## src/hdl/adc_seq_pkg.sv

```systemverilog
package adc_seq_pkg;
	// clock
	localparam int unsigned CLOCK_PERIOD_NS = 4;
	localparam int unsigned CYCLES_PER_US = 1000 / CLOCK_PERIOD_NS;

	// widths
	localparam int unsigned SELECT_WIDTH = 5;
	localparam int unsigned RESULT_WIDTH = 8;
	localparam int unsigned SETTLE_FIELD_WIDTH = 4;
	localparam int unsigned OUTPUT_COUNT = 12;
	localparam int unsigned SETTLE_COUNT_WIDTH = 24;

	// reset values
	localparam logic [4:0] SELECT_RESET = 5'h00;
	localparam logic [7:0] RESULT_RESET = 8'h00;

	// channel select codes
	localparam logic [4:0] CODE_REFERENCE_VOLTAGE = 5'h00;
	localparam logic [4:0] CODE_SUPPLY_VOLTAGE = 5'h01;
	localparam logic [4:0] CODE_REGULATOR_OUTPUT = 5'h02;
	localparam logic [4:0] CODE_DIE_TEMPERATURE_SENSOR = 5'h03;
	localparam logic [4:0] CODE_REFERENCE_CURRENT = 5'h04;
	localparam logic [4:0] CODE_MAX_OUTPUT_VOLTAGE = 5'h05;
	localparam logic [4:0] CODE_BATTERY_VOLTAGE = 5'h06;
	localparam logic [4:0] CODE_FIRST_OUTPUT = 5'h10;
	localparam logic [4:0] CODE_LAST_OUTPUT = 5'h1B;

	// successive-approximation bit time
	localparam int unsigned SAR_BIT_NS = 40;
	localparam int unsigned SAR_BIT_CYCLES = (SAR_BIT_NS + CLOCK_PERIOD_NS - 1) / CLOCK_PERIOD_NS;

	// output settle delay per field code, in microseconds
	localparam int unsigned SETTLE_US [16] = '{
		100, 20, 30, 50, 80, 150, 200, 300, 500, 800, 1000, 1200, 1500, 2000, 3000, 5000
	};

	// a full pwm period is bounded by two period starts after selection
	localparam logic [1:0] PERIOD_STARTS_NEEDED = 2'h2;

	typedef enum logic [2:0] {
		ST_IDLE = 3'b000,
		ST_BACKGROUND = 3'b001,
		ST_PREPARE = 3'b010,
		ST_WAIT_ON = 3'b011,
		ST_SETTLE = 3'b100,
		ST_CONVERT = 3'b101,
		ST_HOLD = 3'b110
	} seq_state_type;
endpackage

```

## src/hdl/sar_engine.sv

```systemverilog
`timescale 1ns/1ps
module sar_engine (
	input wire logic clock,
	input wire logic rst,
	input wire logic start,
	input wire logic abort,
	input wire logic compare_above,
	output logic [7:0] dac_code,
	output logic busy,
	output logic done,
	output logic [7:0] code
);
	logic [7:0] trial_q;
	logic [7:0] trial_d;
	logic [7:0] bit_q;
	logic [3:0] wait_q;
	logic busy_q;
	logic done_q;
	logic [7:0] code_q;
	wire bit_end = busy_q && (wait_q == 4'(adc_seq_pkg::SAR_BIT_CYCLES - 1));
	wire last_bit = bit_q[0];

	// keep the trial bit when the input lies above the dac level
	assign trial_d = compare_above ? trial_q : (trial_q & ~bit_q);
	assign dac_code = trial_q;
	assign busy = busy_q;
	assign done = done_q;
	assign code = code_q;

	always_ff @(posedge clock or posedge rst) begin
		if (rst) begin
			trial_q <= 8'h00;
			bit_q <= 8'h00;
			wait_q <= 4'h0;
			busy_q <= 1'b0;
			done_q <= 1'b0;
			code_q <= 8'h00;
		end else begin
			done_q <= 1'b0;
			if (abort) begin
				busy_q <= 1'b0;
				trial_q <= 8'h00;
			end else if (start) begin
				busy_q <= 1'b1;
				bit_q <= 8'h80;
				trial_q <= 8'h80;
				wait_q <= 4'h0;
			end else if (bit_end) begin
				wait_q <= 4'h0;
				bit_q <= bit_q >> 1;
				trial_q <= trial_d | (bit_q >> 1);
				if (last_bit) begin
					busy_q <= 1'b0;
					done_q <= 1'b1;
					code_q <= trial_d;
				end
			end else if (busy_q) begin
				wait_q <= wait_q + 4'h1;
			end
		end
	end
endmodule

```

## src/hdl/adc_sequencer_ctrl.sv

```systemverilog
`timescale 1ns/1ps
// Notes on behaviour
// - while no request is pending, keep converting supply into its own result
// - a select write, other than a repeated 05h, starts a new request and clears the done flag
// - on completion load the result register and set the done flag
// - a completed read of the result clears the done flag
// - enabled output: sample after it turns on plus the settle delay
// - disabled output: sample the off-state voltage with no delay
// - codes 00h-06h are internal sources; 07h-0Fh reserved
// - codes 10h-1Bh select outputs 0-11; 1Ch-1Fh reserved
// - maximum-output code records the highest voltage over all twelve outputs
// - maximum-output result valid only after one full pwm period
// - no maximum-output refresh while the select stays at its code
module adc_sequencer_ctrl #(
	parameter int unsigned CYCLES_PER_US = adc_seq_pkg::CYCLES_PER_US
) (
	input wire logic clock,
	input wire logic rst,
	input wire logic select_write,
	input wire logic [4:0] select_wdata,
	input wire logic result_read_done,
	input wire logic [11:0] output_channel_enable,
	input wire logic [11:0] led_output_on,
	input wire logic [3:0] diag_settle_delay,
	input wire logic pwm_period_start,
	input wire logic comparator_pin,
	output logic [4:0] adc_channel_select,
	output logic [7:0] adc_result,
	output logic conversion_done_flag,
	output logic [7:0] supply_scan_result,
	output logic [4:0] analog_mux_select,
	output logic [7:0] dac_code
);
	localparam int unsigned SETTLE_COUNT_W = adc_seq_pkg::SETTLE_COUNT_WIDTH;

	adc_seq_pkg::seq_state_type state_q;
	logic [4:0] select_q;
	logic [7:0] result_q;
	logic done_q;
	logic [7:0] supply_q;
	logic [4:0] mux_q;
	logic [3:0] max_index_q;
	logic [7:0] max_q;
	logic max_all_seen_q;
	logic [1:0] periods_q;
	logic on_prev_q;
	logic [SETTLE_COUNT_W-1:0] settle_q;
	logic compare_meta_q;
	logic compare_sync_q;
	logic sar_start;
	logic sar_abort;
	logic sar_done;
	logic [7:0] sar_code;

	// a repeated maximum-output write is ignored so the held result is not disturbed
	wire repeat_max = (select_wdata == adc_seq_pkg::CODE_MAX_OUTPUT_VOLTAGE) &&
		(select_q == adc_seq_pkg::CODE_MAX_OUTPUT_VOLTAGE);
	wire accept_write = select_write && !repeat_max;
	wire max_mode = (select_q == adc_seq_pkg::CODE_MAX_OUTPUT_VOLTAGE);
	wire is_output = (select_q >= adc_seq_pkg::CODE_FIRST_OUTPUT) &&
		(select_q <= adc_seq_pkg::CODE_LAST_OUTPUT);
	wire is_internal = (select_q <= adc_seq_pkg::CODE_BATTERY_VOLTAGE);
	wire [3:0] select_index = 4'(select_q - adc_seq_pkg::CODE_FIRST_OUTPUT);
	wire [3:0] target_index = max_mode ? max_index_q : select_index;
	wire [4:0] target_code = max_mode ? 5'(adc_seq_pkg::CODE_FIRST_OUTPUT + 5'(max_index_q))
		: select_q;
	wire target_is_output = max_mode || is_output;
	wire target_enabled = output_channel_enable[target_index];
	wire target_on = led_output_on[target_index];
	wire [SETTLE_COUNT_W-1:0] settle_load = SETTLE_COUNT_W'(
		adc_seq_pkg::SETTLE_US[diag_settle_delay] * CYCLES_PER_US - 1);
	wire last_index = (max_index_q == 4'(adc_seq_pkg::OUTPUT_COUNT - 1));
	wire period_complete = (periods_q >= adc_seq_pkg::PERIOD_STARTS_NEEDED);
	wire [7:0] max_next = (sar_code > max_q) ? sar_code : max_q;
	wire max_finish = max_mode && (max_all_seen_q || last_index) && period_complete;
	// a write in the completing cycle restarts, so its flag clear must not be overridden
	wire request_done = (state_q == adc_seq_pkg::ST_CONVERT) && sar_done &&
		(!max_mode || max_finish) && !accept_write;
	wire reserved_done = (state_q == adc_seq_pkg::ST_PREPARE) && !is_internal && !is_output &&
		!accept_write;

	// conversion start: direct for internal sources and disabled outputs
	assign sar_start = (state_q == adc_seq_pkg::ST_IDLE && !accept_write) ||
		(state_q == adc_seq_pkg::ST_PREPARE && !accept_write && !reserved_done &&
		(!target_is_output || !target_enabled)) ||
		(state_q == adc_seq_pkg::ST_SETTLE && !accept_write && target_on &&
		settle_q == '0);
	// clearing the trial code on every accepted write keeps the dac quiet while the first output after that write settles
	assign sar_abort = accept_write;

	assign adc_channel_select = select_q;
	assign adc_result = result_q;
	assign conversion_done_flag = done_q;
	assign supply_scan_result = supply_q;
	assign analog_mux_select = mux_q;

	sar_engine sar (
		.clock(clock),
		.rst(rst),
		.start(sar_start),
		.abort(sar_abort),
		.compare_above(compare_sync_q),
		.dac_code(dac_code),
		.busy(),
		.done(sar_done),
		.code(sar_code)
	);

	always_ff @(posedge clock or posedge rst) begin
		if (rst) begin
			compare_meta_q <= 1'b0;
			compare_sync_q <= 1'b0;
		end else begin
			compare_meta_q <= comparator_pin;
			compare_sync_q <= compare_meta_q;
		end
	end

	// done flag: setting wins over a read clear in the same cycle
	always_ff @(posedge clock or posedge rst) begin
		if (rst) begin
			done_q <= 1'b0;
		end else if (request_done || reserved_done) begin
			done_q <= 1'b1;
		end else if (accept_write || result_read_done) begin
			done_q <= 1'b0;
		end
	end

	always_ff @(posedge clock or posedge rst) begin
		if (rst) begin
			select_q <= adc_seq_pkg::SELECT_RESET;
			result_q <= adc_seq_pkg::RESULT_RESET;
			supply_q <= adc_seq_pkg::RESULT_RESET;
		end else begin
			if (accept_write) begin
				select_q <= select_wdata;
			end
			if (request_done) begin
				result_q <= max_mode ? max_next : sar_code;
			end else if (reserved_done) begin
				result_q <= adc_seq_pkg::RESULT_RESET;
			end
			if (state_q == adc_seq_pkg::ST_BACKGROUND && sar_done && !accept_write) begin
				supply_q <= sar_code;
			end
		end
	end

	// pwm period starts counted from the maximum-output selection
	always_ff @(posedge clock or posedge rst) begin
		if (rst) begin
			periods_q <= 2'h0;
		end else if (accept_write) begin
			periods_q <= 2'h0;
		end else if (pwm_period_start && !period_complete) begin
			periods_q <= periods_q + 2'h1;
		end
	end

	always_ff @(posedge clock or posedge rst) begin
		if (rst) begin
			state_q <= adc_seq_pkg::ST_IDLE;
			mux_q <= adc_seq_pkg::CODE_SUPPLY_VOLTAGE;
			max_index_q <= 4'h0;
			max_q <= 8'h00;
			max_all_seen_q <= 1'b0;
			on_prev_q <= 1'b0;
			settle_q <= '0;
		end else begin
			on_prev_q <= target_on;
			if (accept_write) begin
				state_q <= adc_seq_pkg::ST_PREPARE;
				max_index_q <= 4'h0;
				max_q <= 8'h00;
				max_all_seen_q <= 1'b0;
			end else begin
				unique case (state_q)
					adc_seq_pkg::ST_IDLE: begin
						mux_q <= adc_seq_pkg::CODE_SUPPLY_VOLTAGE;
						state_q <= adc_seq_pkg::ST_BACKGROUND;
					end
					adc_seq_pkg::ST_BACKGROUND: begin
						if (sar_done) begin
							state_q <= adc_seq_pkg::ST_IDLE;
						end
					end
					adc_seq_pkg::ST_PREPARE: begin
						mux_q <= target_code;
						if (reserved_done) begin
							state_q <= adc_seq_pkg::ST_IDLE;
						end else if (sar_start) begin
							state_q <= adc_seq_pkg::ST_CONVERT;
						end else begin
							state_q <= adc_seq_pkg::ST_WAIT_ON;
						end
					end
					adc_seq_pkg::ST_WAIT_ON: begin
						// only a fresh turn-on edge starts the settle timer
						if (target_on && !on_prev_q) begin
							settle_q <= settle_load;
							state_q <= adc_seq_pkg::ST_SETTLE;
						end
					end
					adc_seq_pkg::ST_SETTLE: begin
						if (!target_on) begin
							state_q <= adc_seq_pkg::ST_WAIT_ON;
						end else if (sar_start) begin
							state_q <= adc_seq_pkg::ST_CONVERT;
						end else begin
							settle_q <= settle_q - SETTLE_COUNT_W'(1);
						end
					end
					adc_seq_pkg::ST_CONVERT: begin
						if (sar_done) begin
							if (!max_mode) begin
								state_q <= adc_seq_pkg::ST_IDLE;
							end else if (max_finish) begin
								state_q <= adc_seq_pkg::ST_HOLD;
							end else begin
								max_q <= max_next;
								max_index_q <= last_index ? 4'h0 : max_index_q + 4'h1;
								max_all_seen_q <= max_all_seen_q || last_index;
								state_q <= adc_seq_pkg::ST_PREPARE;
							end
						end
					end
					adc_seq_pkg::ST_HOLD: begin
						state_q <= adc_seq_pkg::ST_IDLE;
					end
					default: begin
						state_q <= adc_seq_pkg::ST_IDLE;
					end
				endcase
			end
		end
	end
endmodule

```

## config.mk

```make
export PLATFORM = sky130hd
export DESIGN_NAME = adc_sequencer_ctrl
export DESIGN_NICKNAME = d
export VERILOG_FILES = /design/src/hdl/adc_seq_pkg.sv /design/src/hdl/sar_engine.sv /design/src/hdl/adc_sequencer_ctrl.sv
export SDC_FILE = /design/constraint.sdc
export NUM_CORES = 1
export LEC_CHECK = 0
export BUFFER_PORTS_ARGS = -buffer_cell sky130_fd_sc_hd__buf_2
export CAP_MARGIN = 10
export CORE_MARGIN = 2
export CORE_UTILIZATION = 40
export CTS_CLUSTER_SIZE = 10
export DETAILED_ROUTE_END_ITERATION = 10
export PLACE_DENSITY = 0.56
export SLEW_MARGIN = 5
export SYNTH_ARGS = -nofsm -noshare
export SYNTH_HDL_FRONTEND = slang
export SYNTH_SLANG_ARGS = --single-unit
```

## constraint.sdc

```tcl
create_clock -name clock -period 5.9 [get_ports clock]
set_input_delay 0.59 -clock clock [delete_from_list [all_inputs] [get_ports clock]]
set_output_delay 0.59 -clock clock [all_outputs]
set_load 0.02 [all_outputs]
```

==> flow_summary.ini, run 1 <==
[floorplanning]
dieArea_um2 = 22800
initial_core_util_pct = 41.0
die_h_um = 151
num_rows = 53
die_w_um = 151
num_io_pins = 74
core-area_um2 = 21100

[setup_path]
critPathTopFamily = adder cells
cp.depth = 24
rrSetupSlack_ns = 1.82
crit_start = diag_settle_delay[0]
cp_slowest_cell = fa_1
slowest_delay_ns = 0.56
start_kind = input port
worstPathRequired_ns = 6.10
worst_r2r_path_depth = 10
crit_chain = buf_12 > inv_12 > ha_4 > nor2b_4 > a21oi_2 > o22ai_2 > inv_2 > fa_1 > inv_2 > fa_1 > fa_1 > fa_1 > inv_2 > ha_4 > a211o_1 > or3_1 > o211ai_1 > o21ai_1 > o2111a_1 > a221oi_2 > buf_4 > nor2_1 > xnor2_1 > o221ai_1
r2r_end = sar.code[3]
cp.arrival_ns = 5.91
crit_fanout = 6
critical_path_buf_inv_count = 6
criticalPathCategory = input port to register
end_kind = register
rr_startpoint = adc_channel_select[3]
crit_top_cell = fa_1
crit_end = settle_q[19]

[pwr]
p_leak_uw = 0.00522
power_density_nw_per_um2 = 487
vdd_drop_max_mv = 0.389

[placement]
io_buffers = 73
placedCellCount = 1424
pre_cts_ws_ns = -0.401
hpwlAfterDp_um = 16200
globalplace.congestion = 0.819

[layout]
drive_gt1_share_pct = 25.3
layoutNonFillerInstCount = 1445
diodes = 0
area_growth_syn_to_layout_pct = 24.6
fillers = 2016
utilization_pct = 51.1
nNetsFinal = 1305

[logic_synthesis]
syn_nets = 1134
yosysTopAreaCell = dfrtp_1
synth_cell_types = 78
ys_seq_area_share_pct = 29.5
synth_common_cells = 104 x inv_1, 101 x dfrtp_1, 95 x nor2_1
synth_most_common_cell = inv_1
ys_ff_latch = 102
ys_warn_count = 0
syn_area_um2 = 8640
synth_area_leaders = dfrtp_1 29%, ha_1 9.4%, fa_1 8.3%, inv_1 4.5%, nor2_1 4.1%
syn_area_per_cell_um2 = 8.70
synthCells = 994
synthFlopType = dfrtp_1
synthArstFlopShare_pct = 100
synth_edf_count = 0
synth_top_area_share_pct = 29.2

[clock_tree]
clock-sinks = 102
path_clk_slew_ns = 0.07
cts_htree_levels = 3
clock_path_buffers = 2
hold_buffers = 0
clock_latency_ns = 0.35
numCtsBuffers = 9
cts_tree = done
cts_root_buffer = clkbuf_16

[run]
maxCapViolations = 0

[sta]
tightest_slew_ns = 0.969
rsz0062_at_grt = true
fmax_mhz = 175
finalSetupViolCount = 0
period_minus_slack_ns = 5.71
hold_viol = 0
drv_slew = 0
whs_ns = 0.276
relSlewSlack_pct = 34.9
setup_ws_ns = 0.193
finalCritPeriodShare_pct = 96.7
skew_ns = 0.00613

[drt]
routed_wirelength_um = 21000
routed_via_density = 5.25
vias = 7585
first_iter_violations = 236
detail_route.wl_per_cell_um = 14.6
drc_errors = 0
first_pass_iters = 4
ant_nets = 0

[global_route]
grt_use_met2_pct = 33.4
antenna_found_initial = 0
first_global_vias = 7133
grt_max_degree = 62
top_usage_layer = met2
use_met1_pct = 24.7
grt_overflow = 0
grtUsageMet3_pct = 1.57
track_usage_pct = 18.6
grt_pass1_wl_um = 34500

[min_path]
min_path_type = input port to asynchronous set/reset pin

[run_status]
status = finished, final reports clean
## how the worst min path moves through the flow
stage | slack (ns) | cells past startpoint | endpoint
2_1_floorplan | 0.33 | 0 | compare_sync_q
3_3_place_gp | 0.33 | 0 | compare_sync_q
3_5_place_dp | 0.35 | 0 | compare_sync_q
4_1_cts | 0.30 | 2 | compare_meta_q
5_1_grt | 0.32 | 2 | compare_meta_q
6_report | 0.28 | 2 | compare_meta_q
## where the power goes
part | leakage, µW | switching, µW | internal [µW] | total (µW)
Combinational | 0.00377 | 1810 | 1830 | 3640
Sequential | 0.00130 | 135 | 813 | 948
Clock | 0.000154 | 278 | 376 | 654
Total | 0.00522 | 2220 | 3020 | 5240
## flip-flops by register name, summed over array words and instances, names as in the netlist, 3 cells and up
| name | cells |
|---|---|
| sar.dac_code | 8 |
| supply_scan_result | 8 |
| max_index_q | 4 |
| adc_channel_select | 5 |
| sar.wait_q | 4 |
| sar.bit_q | 8 |
| max_q | 8 |
| settle_q | 24 |
| adc_result | 8 |
| sar.code | 8 |
| state_q | 3 |
| analog_mux_select | 5 |
## final cells by class
class                      instances  area (µm²)  area share [%]
clock buffer                      10         229            2.13
clock inverter                     6        93.8           0.871
inverter                         104         413            3.83
timing repair buffer             197        1340            12.5
multi-input combinational        751        5790            53.8
tap                              275         344            3.19
sequential                       102        2550            23.7
## per-layer routing
layer  wire (µm)  up-vias
met5           0        -
met4         157        0
met3         412       10
met2       10600       92
met1        9900     3605
li1            -     3878
## stage by stage
step / area, µm² / setup TNS (ns) / total power, µW
6_report: 10800 / 0 / 5240
2_1_floorplan: 8820 / -0.107 / 3040
5_1_grt: 10800 / -0.0771 / 5710
4_1_cts: 10500 / 0 / 5040
3_3_place_gp: 10200 / -2.21 / 4330
3_5_place_dp: 10200 / -2.74 / 4360
## kinds of logic after synthesis
family                     count (synthesis)  synth area share, %
AOI/OAI and AO/OA                        265                 20.3
xor gates and xnor gates                  23                 2.33
adders and majority gates                101                 17.7
buffers and inverters                    141                 6.46
DFF                                      102                 29.5
muxes                                     39                 5.14
and+or+nand+nor                          323                 18.5
## layout by cell type, fill, tap and decap left out, types with 6 or more instances in the layout
cell and instances:
a21oi_1 61, a22o_1 23, or2_2 8, nand3_1 29, nor2_1 93, nor3_1 23
a21o_1 9, a2bb2oi_1 7, clkbuf_16 9, and2_1 7, o211ai_1 8, fa_1 35
nand4_1 6, a211oi_1 6, or3_1 7, inv_1 95, a31oi_1 6, mux2i_1 23
o22ai_1 6, buf_2 70, o21ai_1 7, inv_2 6, a22oi_1 8, nand2b_1 10
nor4_1 7, o21ai_0 56, buf_4 122, nand2_1 78, dfrtp_1 101, ha_1 59
o21a_1 9, xnor2_1 11, nor2b_1 12, xor2_1 8, mux2_2 13
## what timing repair did
item                                    in CTS  in global routing
gates resized for setup                      1                 49
buffers inserted                             0                  5
endpoints found under the setup margin       2                 10
pin swaps                                    0                 28
Power figures use the tool's default switching activity.
==> run 2, diff against run 1 <==
--- a/config.mk
+++ b/config.mk
@@ -9,6 +9,7 @@
 export CAP_MARGIN = 10
 export CORE_MARGIN = 2
 export CORE_UTILIZATION = 40
+export CTS_BUF_LIST = sky130_fd_sc_hd__clkbuf_4
 export CTS_CLUSTER_SIZE = 10
 export DETAILED_ROUTE_END_ITERATION = 10
 export PLACE_DENSITY = 0.56
==> run 2 against run 1 <==
Net effect:
- routed wire length decreased by 0.71%
- sequential power barely moved
- combinational power decreased by 3%
- die area is the same
- critical endpoint unchanged
- power down 6.3%
- largest power group unchanged
==> flow_summary.ini, run 2 (synthesis results as in run 1) <==
[run_status]
status = finished, final reports clean

[sta]
drv_slew = 0
fin_tns_setup_ns = 0
whs_ns = 0.132
rsz0062_at_grt = false
relSlewSlack_pct = 34.4
fmax_mhz = 176
finalSetupViolCount = 0
skew_ns = 0.0138
hold_viol = 0
finalCritPeriodShare_pct = 96.5
period_minus_slack_ns = 5.69
tightest_slew_ns = 0.976

[layout]
final_cell_mix = 124 x buf_4, 101 x dfrtp_1, 97 x inv_1
largest_register_ffs = 24
drive_gt1_share_pct = 24.2
utilization_pct = 49.9
layoutNonFillerInstCount = 1445
top_register = settle_q
area_growth_syn_to_layout_pct = 21.6
nNetsFinal = 1304
final_common_cell = buf_4
final_area_um2 = 10500

[setup_path]
criticalPathCategory = input port to register
rrSetupSlack_ns = 1.79
cp.arrival_ns = 6.03
r2r_end = sar.code[3]
end_kind = register
rr_startpoint = adc_channel_select[3]
worstPathRequired_ns = 6.24
crit_fanout = 6
start_kind = input port
worst_r2r_path_depth = 10
crit_start = diag_settle_delay[1]

[floorplanning]
die_h_um = 151
core-area_um2 = 21100
die_w_um = 151
num_io_pins = 74
dieArea_um2 = 22800
initial_core_util_pct = 41.0
num_rows = 53

[clock_tree]
clock_latency_ns = 0.46
clock_path_buffers = 2
clock-sinks = 102
cts_tree = done
path_clk_slew_ns = 0.17
cts_htree_levels = 3
numCtsBuffers = 9
cts_root_buffer = clkbuf_4

[drt]
drc_errors = 0
ant_nets = 0
first_iter_violations = 269
routed_via_density = 5.24
routed_wirelength_um = 20900
detail_route.wl_per_cell_um = 14.4
vias = 7574
first_pass_iters = 4

[min_path]
min_path_type = input port to asynchronous set/reset pin

[global_route]
first_global_vias = 7083
track_usage_pct = 18.5
grt_max_degree = 62
grt_overflow = 0
grt_pass1_wl_um = 34400
antenna_found_initial = 1

[placement]
globalplace.congestion = 0.819
io_buffers = 73
placed_area_um2 = 10200
hpwlAfterDp_um = 16200
placedCellCount = 1424

[pwr]
power_density_nw_per_um2 = 467
p_leak_uw = 0.00513
vdd_drop_max_mv = 0.397

[run]
maxCapViolations = 0
-- run 2: report_power, final --
| group | internal [µW] | total (µW) | switching, µW |
|---|---|---|---|
| clock | 181 | 436 | 255 |
| combinational | 1770 | 3530 | 1760 |
| sequential | 812 | 947 | 135 |
| total | 2760 | 4910 | 2150 |
-- run 2: critical path: stages --
cell,delay (ns)
buf_4,0.15
inv_8,0.04
ha_4,0.25
nor2b_4,0.16
a21oi_2,0.04
o22ai_2,0.16
inv_2,0.07
fa_1,0.53
inv_1,0.05
fa_1,0.55
fa_1,0.42
fa_1,0.49
inv_1,0.04
ha_1,0.28
a211o_1,0.30
or3_1,0.37
o211ai_1,0.32
o21ai_1,0.15
o2111a_1,0.28
a221oi_2,0.19
buf_4,0.18
nor2_1,0.05
xnor2_1,0.22
o221ai_1,0.15
-- run 2: worst max path at each step --
stage              endpoint  slack, ns  cells past startpoint
2_1_floorplan  settle_q[16]      -0.11                     22
3_3_place_gp   settle_q[22]      -0.39                     22
3_5_place_dp   settle_q[21]      -0.40                     23
4_1_cts        settle_q[21]       0.10                     23
5_1_grt        settle_q[19]      0.002                     24
6_report       settle_q[19]       0.21                     24
-- run 2: area by class of cell --
type	instances	area, µm²
diodes	1	2.50
clock buffers	10	75.1
clock inverters	6	93.8
fillers	2042	10600
inverters	104	413
multi-input cells	751	5730
flip-flops and latches	102	2550
well taps	275	344
repair buffers	196	1300
-- run 2: metrics by stage --
stage / worst slack (ns) / power (µW)
floorplan: -0.107 / 3040
global placement: -0.388 / 4330
detailed placement: -0.401 / 4360
CTS: 0.100 / 4810
global route: 0.00162 / 5380
finish: 0.208 / 4910
-- run 2: routing by layer --
layer | vias to the layer above | global-route usage, % | wire, µm
met5 | - | 0 | 0
met3 | 10 | 1.48 | 425
met1 | 3594 | 24.8 | 9900
met2 | 97 | 33.2 | 10400
li1 | 3873 | - | -
met4 | 0 | 3.36 | 153
-- run 2: what timing repair did --
item / in CTS / in global routing
setup buffers: 0 / 4
gates resized for setup: 0 / 22
hold buffers: 0 / 0
hold endpoints to repair: 0 / 0
endpoints found under the setup margin: 0 / 8
